==> src/core/aelss_pkg.sv <==
// Constants and types shared by the exposure-loop luma smoothing and step block
package aelss_pkg;
	// ********************************************************************
	// Register map
	// ********************************************************************
	localparam int ADDR_W = 10;
	localparam int DATA_W = 16;
	localparam logic [9:0] SPEED_OFF = 10'h22f;
	localparam logic [15:0] SPEED_RST = 16'hdf20;
	// ********************************************************************
	// Field positions of the speed and sensitivity register
	// ********************************************************************
	localparam int STEP_LSB = 6;
	localparam int STEP_MSB = 8;
	localparam int INTV_LSB = 3;
	localparam int INTV_MSB = 4;
	localparam int SMTH_LSB = 0;
	localparam int SMTH_MSB = 2;
	// ********************************************************************
	// Data widths
	// ********************************************************************
	localparam int LUMA_W = 8;
	localparam int ACC_FRAC = 7;
	localparam int ACC_W = LUMA_W + ACC_FRAC;
	// Step codes of the adjustment fraction
	typedef enum logic [2:0] {
		STEP_Q_DN_E_UP = 3'h0,
		STEP_QUARTER = 3'h1,
		STEP_HALF = 3'h2,
		STEP_H_DN_Q_UP = 3'h3,
		STEP_FULL = 3'h4,
		STEP_3QUARTER = 3'h5,
		STEP_UNDOC = 3'h6,
		STEP_RSVD = 3'h7
	} aelss_step_t;
	// Codes that close the whole gap
	function automatic logic aelss_is_full(input aelss_step_t code);
		aelss_is_full = (code == STEP_FULL) || (code == STEP_UNDOC) || (code == STEP_RSVD);
	endfunction : aelss_is_full
endpackage : aelss_pkg

==> src/core/aelss_step_if.sv <==
// Carrier between the averaging core and the step calculator
`timescale 1ns/10ps
interface aelss_step_if;
	import aelss_pkg::*;
	aelss_step_t code;
	logic [LUMA_W-1:0] curLuma;
	logic [LUMA_W-1:0] tgtLuma;
	logic [LUMA_W-1:0] stepLuma;
	modport calc (input code, input curLuma, input tgtLuma, output stepLuma);
	modport user (output code, output curLuma, output tgtLuma, input stepLuma);
endinterface : aelss_step_if

==> src/core/aelss_top.sv <==
// Exposure-loop luma smoothing, refresh interval and step control, context A
`timescale 1ns/10ps
module aelss_top
	import aelss_pkg::*;
(
	// Clock and reset
	input wire logic clk_sys,
	input wire logic srst,
	// Register port
	input wire logic [ADDR_W-1:0] regAddr,
	input wire logic [DATA_W-1:0] regWdata,
	input wire logic regWr,
	input wire logic regRd,
	output logic [DATA_W-1:0] regRdata,
	// Context and measurement
	input wire logic ctxASel,
	input wire logic lumaValid,
	input wire logic [LUMA_W-1:0] lumaMeas,
	input wire logic [LUMA_W-1:0] lumaTarget,
	// Exposure loop results
	output logic [LUMA_W-1:0] avgLuma,
	output logic lumaUpdate,
	output logic [LUMA_W-1:0] stepLuma,
	output logic adjValid
);
	logic [DATA_W-1:0] speedReg_q;
	logic [DATA_W-1:0] rdata_q;
	logic [ACC_W-1:0] acc_q;
	logic [ACC_W-1:0] acc_d;
	logic [1:0] frameCnt_q;
	logic lumaUpdate_q;
	logic adjValid_q;
	logic [LUMA_W-1:0] stepLuma_q;
	logic [LUMA_W-1:0] target_q;
	logic [1:0] interval;
	logic [2:0] smthCode;
	logic refresh;
	logic frameIn;
	logic signed [ACC_W:0] accGap;
	aelss_step_if stepIf ();

	// ****************************************************************
	// Register file
	// ****************************************************************
	// Whole word stored, reserved bits included
	always_ff @(posedge clk_sys) begin
		if (srst) begin
			speedReg_q <= SPEED_RST;
		end else if (regWr && regAddr == SPEED_OFF) begin
			speedReg_q <= regWdata;
		end
	end

	// Read data one cycle after the strobe, zero elsewhere
	always_ff @(posedge clk_sys) begin
		if (srst) begin
			rdata_q <= 16'h0000;
		end else if (regRd && regAddr == SPEED_OFF) begin
			rdata_q <= speedReg_q;
		end else begin
			rdata_q <= 16'h0000;
		end
	end
	assign regRdata = rdata_q;

	// Field decode; reserved bits feed nothing
	assign interval = speedReg_q[INTV_MSB:INTV_LSB];
	assign smthCode = speedReg_q[SMTH_MSB:SMTH_LSB];
	assign stepIf.code = aelss_step_t'(speedReg_q[STEP_MSB:STEP_LSB]);

	// ****************************************************************
	// Refresh interval
	// ****************************************************************
	// Only frames seen in context A count
	assign frameIn = lumaValid && ctxASel;
	assign refresh = frameIn && (interval == 2'h0 || frameCnt_q == interval - 2'h1);

	// Frame counter wraps on every refresh
	always_ff @(posedge clk_sys) begin
		if (srst) begin
			frameCnt_q <= 2'h0;
		end else if (refresh) begin
			frameCnt_q <= 2'h0;
		end else if (frameIn) begin
			frameCnt_q <= frameCnt_q + 2'h1;
		end
	end

	// ****************************************************************
	// Time-averaged luma
	// ****************************************************************
	// Buffer moves by 1/2^k of the gap to the new measurement
	assign accGap = $signed({1'b0, lumaMeas, 7'h00}) - $signed({1'b0, acc_q});
	assign acc_d = ACC_W'($signed({1'b0, acc_q}) + (accGap >>> smthCode));

	always_ff @(posedge clk_sys) begin
		if (srst) begin
			acc_q <= 15'h0000;
		end else if (refresh) begin
			acc_q <= acc_d;
		end
	end
	assign avgLuma = acc_q[ACC_W-1:ACC_FRAC];

	// Refresh marker and target capture
	always_ff @(posedge clk_sys) begin
		if (srst) begin
			lumaUpdate_q <= 1'b0;
			target_q <= 8'h00;
		end else begin
			lumaUpdate_q <= refresh;
			if (refresh) begin
				target_q <= lumaTarget;
			end
		end
	end
	assign lumaUpdate = lumaUpdate_q;

	// ****************************************************************
	// Adjustment step
	// ****************************************************************
	assign stepIf.curLuma = avgLuma;
	assign stepIf.tgtLuma = target_q;

	aelss_step_calc uStep (
		.stepIf(stepIf.calc)
	);

	// One adjustment per refreshed luma
	always_ff @(posedge clk_sys) begin
		if (srst) begin
			adjValid_q <= 1'b0;
			stepLuma_q <= 8'h00;
		end else begin
			adjValid_q <= lumaUpdate_q;
			if (lumaUpdate_q) begin
				stepLuma_q <= stepIf.stepLuma;
			end
		end
	end
	assign adjValid = adjValid_q;
	assign stepLuma = stepLuma_q;
endmodule : aelss_top

==> src/core/aelss_step_calc.sv <==
// Adjustment step calculator: closes a fraction of the luma gap
`timescale 1ns/10ps
module aelss_step_calc
	import aelss_pkg::*;
(
	// Step request and result
	aelss_step_if.calc stepIf
);
	logic signed [LUMA_W:0] gap;
	logic signed [LUMA_W:0] delta;
	logic goingUp;
	logic [LUMA_W:0] stepLuma;

	// Signed gap from averaged luma to target
	assign gap = $signed({1'b0, stepIf.tgtLuma}) - $signed({1'b0, stepIf.curLuma});
	assign goingUp = (gap > 0);

	// Fraction of the gap selected by the step code
	always_comb begin
		case (stepIf.code)
			STEP_Q_DN_E_UP: delta = goingUp ? (gap >>> 3) : (gap >>> 2);
			STEP_H_DN_Q_UP: delta = goingUp ? (gap >>> 2) : (gap >>> 1);
			STEP_QUARTER: delta = gap >>> 2;
			STEP_HALF: delta = gap >>> 1;
			STEP_3QUARTER: delta = (gap >>> 1) + (gap >>> 2);
			default: delta = gap;
		endcase
	end

	// Luma the controller moves to in this adjustment
	assign stepLuma = 9'($signed({1'b0, stepIf.curLuma}) + delta);
	assign stepIf.stepLuma = stepLuma[LUMA_W-1:0];
endmodule : aelss_step_calc

==> config.mk <==
export PLATFORM = sky130hd
export DESIGN_NAME = aelss_top
export DESIGN_NICKNAME = d
export VERILOG_FILES = /design/src/core/aelss_pkg.sv /design/src/core/aelss_step_if.sv /design/src/core/aelss_top.sv /design/src/core/aelss_step_calc.sv
export SDC_FILE = /design/constraint.sdc
export NUM_CORES = 1
export LEC_CHECK = 0
export BUFFER_PORTS_ARGS = -buffer_cell sky130_fd_sc_hd__buf_4
export CAP_MARGIN = 30
export CORE_AREA = 2 2 125 151
export DETAILED_ROUTE_END_ITERATION = 8
export DIE_AREA = 0 0 127 153
export PLACE_DENSITY = 0.47
export SLEW_MARGIN = 10
export SYNTH_ARGS = -nofsm -noshare
export SYNTH_HDL_FRONTEND = slang
export SYNTH_SLANG_ARGS = --single-unit
==> constraint.sdc <==
create_clock -name clk_sys -period 5.8 [get_ports clk_sys]
set_input_delay 0.58 -clock clk_sys [delete_from_list [all_inputs] [get_ports clk_sys]]
set_output_delay 0.58 -clock clk_sys [all_outputs]
set_load 0.02 [all_outputs]
==> key figures <==
Global routing
  – Total grt overflow: 0
  – All-Layer GR Usage: 16.1%
  – Pin count of the biggest net entering global routing: 57
  – First-pass GRT wire length: 25.3 mm
  – Number of global-route vias before repair: 5036
  – Initial antenna violation count: 0

Clock tree
  – Num CTS Buffers: 9
  – Worst-path clk slew: 70 ps
  – Clock Path Buffers: 2
  – Postcts setup bufs: 0
  – Post-CTS resize count: 0
  – CTS tree: built
  – Worst skew pair latency: 330 ps
  – Root buf cell: clkbuf_16
  – H-tree depth: 3
  – Clk sinks: 67
  – Hold_buf cts: 0

Worst setup path
  – Reg2reg start: acc_q[8]
  – CP max FO: 12
  – Element type at the critical path end: flop
  – FF-to-FF End: stepLuma[7]
  – Req. time, crit path: 6000 ps
  – CP Class: reg -> reg
  – Critical Path AT: 5460 ps
  – Worst Setup SP: acc_q[8]
  – CP endpoint: stepLuma[7]
  – Startpoint Class: flop
  – Reg2Reg Depth: 21
  – R2R Setup Slk: 540 ps

Detailed routing
  – Wire length on met3: 322 microns
  – Via count: 5032
  – DRC errors left: 0
  – Drt total wl: 15.6 mm
  – Met2 WL: 8.48 mm
  – Routed wire per std cell: 16.1 microns
  – Met1 WL: 6.46 mm
  – Top Metal Used: met4
  – Vias per Instance: 5.20
  – Pre-Repair DR Iteration Count: 7
  – Post-DRT Antenna Nets: 0
  – First DRT Iteration DRCs: 216

Floorplan
  – Std-Cell Rows: 54
  – Die W: 127 microns
  – Top Ports: 82
  – Full die area: 19400 sq um
  – Core area: 18000 sq um
  – Die span in y: 153 microns
  – Starting Density: 30.4%

Placed design
  – Number of I/O port buffers: 81
  – DP HPWL: 12.3 mm
  – Gp weighted congestion: 0.937

Run status
  – Status: finished, final reports clean

Power and ir drop
  – Int Power: 1.54 mW
  – P_sw: 1.16 mW
  – P_leak: 2.93 nW
  – Share of power burned in registers: 19.3%
  – Total power: 2.69 mW
  – Peak supply drop: 0.000217 V
  – Clk network pwr share: 23.0%
  – Switching Fraction: 43.0%
  – P per Cell Area: 409 nW/um^2
  – Combinational share of power: 57.7%

Finish
  – Final core occ: 36.6%
  – Area delta synth->final: 20.5%
  – Share of cells above drive strength 1: 18.4%
  – Diode count: 0
  – Post-layout nets: 838

Synth
  – Synth Register Bits: 67
  – Avg Cell Area, Syn: 8.09 sq um
  – Post-synth EDFFs: 0
  – Post-Syn Nets: 776
  – Top_reg_cell synth: dfxtp_1
  – Async S/R FF share, synth: 0%
  – Yosys cell types: 68
  – Cells after Synth: 676
  – Ys Warns: 0
  – Synth Cell Area: 5470 sq um
  – Register area share after synthesis: 24.5%

Timing
  – RSZ-0062 raised after global routing: false
  – Worst-margin pin slew: 848 ps
  – Endpoints failing setup: 0
  – Hold Vio Cnt, Final: 0
  – Period minus WS final: 5260 ps
  – Fin crit share: 90.8%
  – Clk_skew: 7.83 ps
  – Setup_tns: 0 ps
  – Worst slew margin: 43.4%
  – Slew Viols, Final: 0
  – Fmax: 0.190 GHz

Job
  – Max-Cap Viols: 0

Min path
  – Worst hold path class: reg -> reg
==> Yosys cell counts, drive strengths merged, types with 13 or more instances <==
cell type | number | area, sq um
a211oi | 13 | 97.6
a21o | 13 | 97.6
a21oi | 63 | 319
and2 | 20 | 125
and3 | 14 | 87.6
buf | 20 | 130
clkbuf | 22 | 82.6
dfxtp | 67 | 1340
ha | 48 | 601
inv | 34 | 128
mux2i | 34 | 340
nand2 | 72 | 270
nor2 | 51 | 191
o21ai | 32 | 164
xnor2 | 26 | 243
==> state kept, by name (all words and copies together) (netlist names) <==
register        cells
regRdata           16
speedReg_q         16
acc_q              15
stepIf.tgtLuma      8
stepLuma            8
frameCnt_q          2
adjValid            1
lumaUpdate          1
==> how the worst min path moves through the flow <==
stage | from | to | slack [ps] | cells past startpoint
finish | speedReg_q[11] | speedReg_q[11] | 450 | 1
CTS | stepIf.tgtLuma[0] | stepIf.tgtLuma[0] | 460 | 2
detailed placement | speedReg_q[5] | speedReg_q[5] | 440 | 1
global route | stepIf.tgtLuma[0] | stepIf.tgtLuma[0] | 470 | 2
global placement | speedReg_q[14] | speedReg_q[14] | 430 | 1
floorplan | speedReg_q[10] | speedReg_q[10] | 430 | 1
==> through the flow <==
stage | setup slack, ps | cells | instance area [sq um] | hold WS [ps]
2_1_floorplan | 1180 | 676 | 5470 | 427
3_3_place_gp | 644 | 949 | 6220 | 435
3_5_place_dp | 546 | 949 | 6220 | 442
4_1_cts | 520 | 965 | 6560 | 458
5_1_grt | 156 | 967 | 6590 | 472
6_report | 536 | 967 | 6590 | 451
==> critical path, stage by stage, from the launching register on <==
cell and delay (ps):
dfxtp_1 480, inv_1 180, ha_1 320, nor2b_1 150, o2111a_1 280, o31ai_1 300
xnor2_1 200, inv_2 110, ha_1 140, nand4_1 170, o31ai_4 520, mux2i_1 290
a31oi_1 140, a22oi_1 210, ha_1 250, a21o_1 180, a21oi_1 220, o21bai_1 110
a2111o_1 430, and3_1 180, o21ai_0 160, o221ai_1 110
==> placed cells by master, fill, tap and decap left out, drive strengths merged, types with 7 or more instances in the layout <==
cell and count:
xor2 11, a211oi 13, o21ai 32, o211ai 7
mux2 9, o31ai 9, dfxtp 67, buf 93
a211o 11, nand2 72, and2 20, ha 48
clkbuf 9, nor3 12, mux2i 34, xnor2 26
a21oi 63, inv 38, and3 14, a21o 13
nor2 51, nor2b 7
==> area by class of cell <==
| class | count | area (sq um) |
|---|---|---|
| Clock inverter | 7 | 106 |
| Tap cell | 224 | 280 |
| Timing Repair Buffer | 93 | 713 |
| Multi-Input combinational cell | 533 | 3790 |
| Clock buffer | 9 | 225 |
| Sequential cell | 67 | 1340 |
| Fill cell | 1859 | 11400 |
| Inverter | 34 | 128 |
==> layer usage <==
metal | global-route usage [%] | vias up
met3 | 2.49 | 22
met1 | 18.4 | 2396
met4 | 4.76 | 0
li1 | - | 2533
met2 | 30.6 | 81
met5 | 0 | -
==> power by group through the flow <==
stage	Combinational [mW]	Sequential (mW)	Clock [mW]
after floorplan	1.19	0.525	0
after global placement	1.55	0.530	0
after detailed placement	1.56	0.530	0
after CTS	1.57	0.520	0.639
after global routing	1.73	0.524	0.657
final	1.55	0.519	0.620
==> cell families after synthesis <==
kind of cell,count (synthesis),share of synthesized area [%]
AND/OR/NAND/NOR,213,19.3
AO/OA/AOI/OAI,188,23.2
buffers and inverters,76,6.22
flip-flops,67,24.5
adder cells (fa/ha/maj),52,12.4
multiplexers,43,8.08
XOR/XNOR,37,6.20
Power figures use the tool's default switching activity.
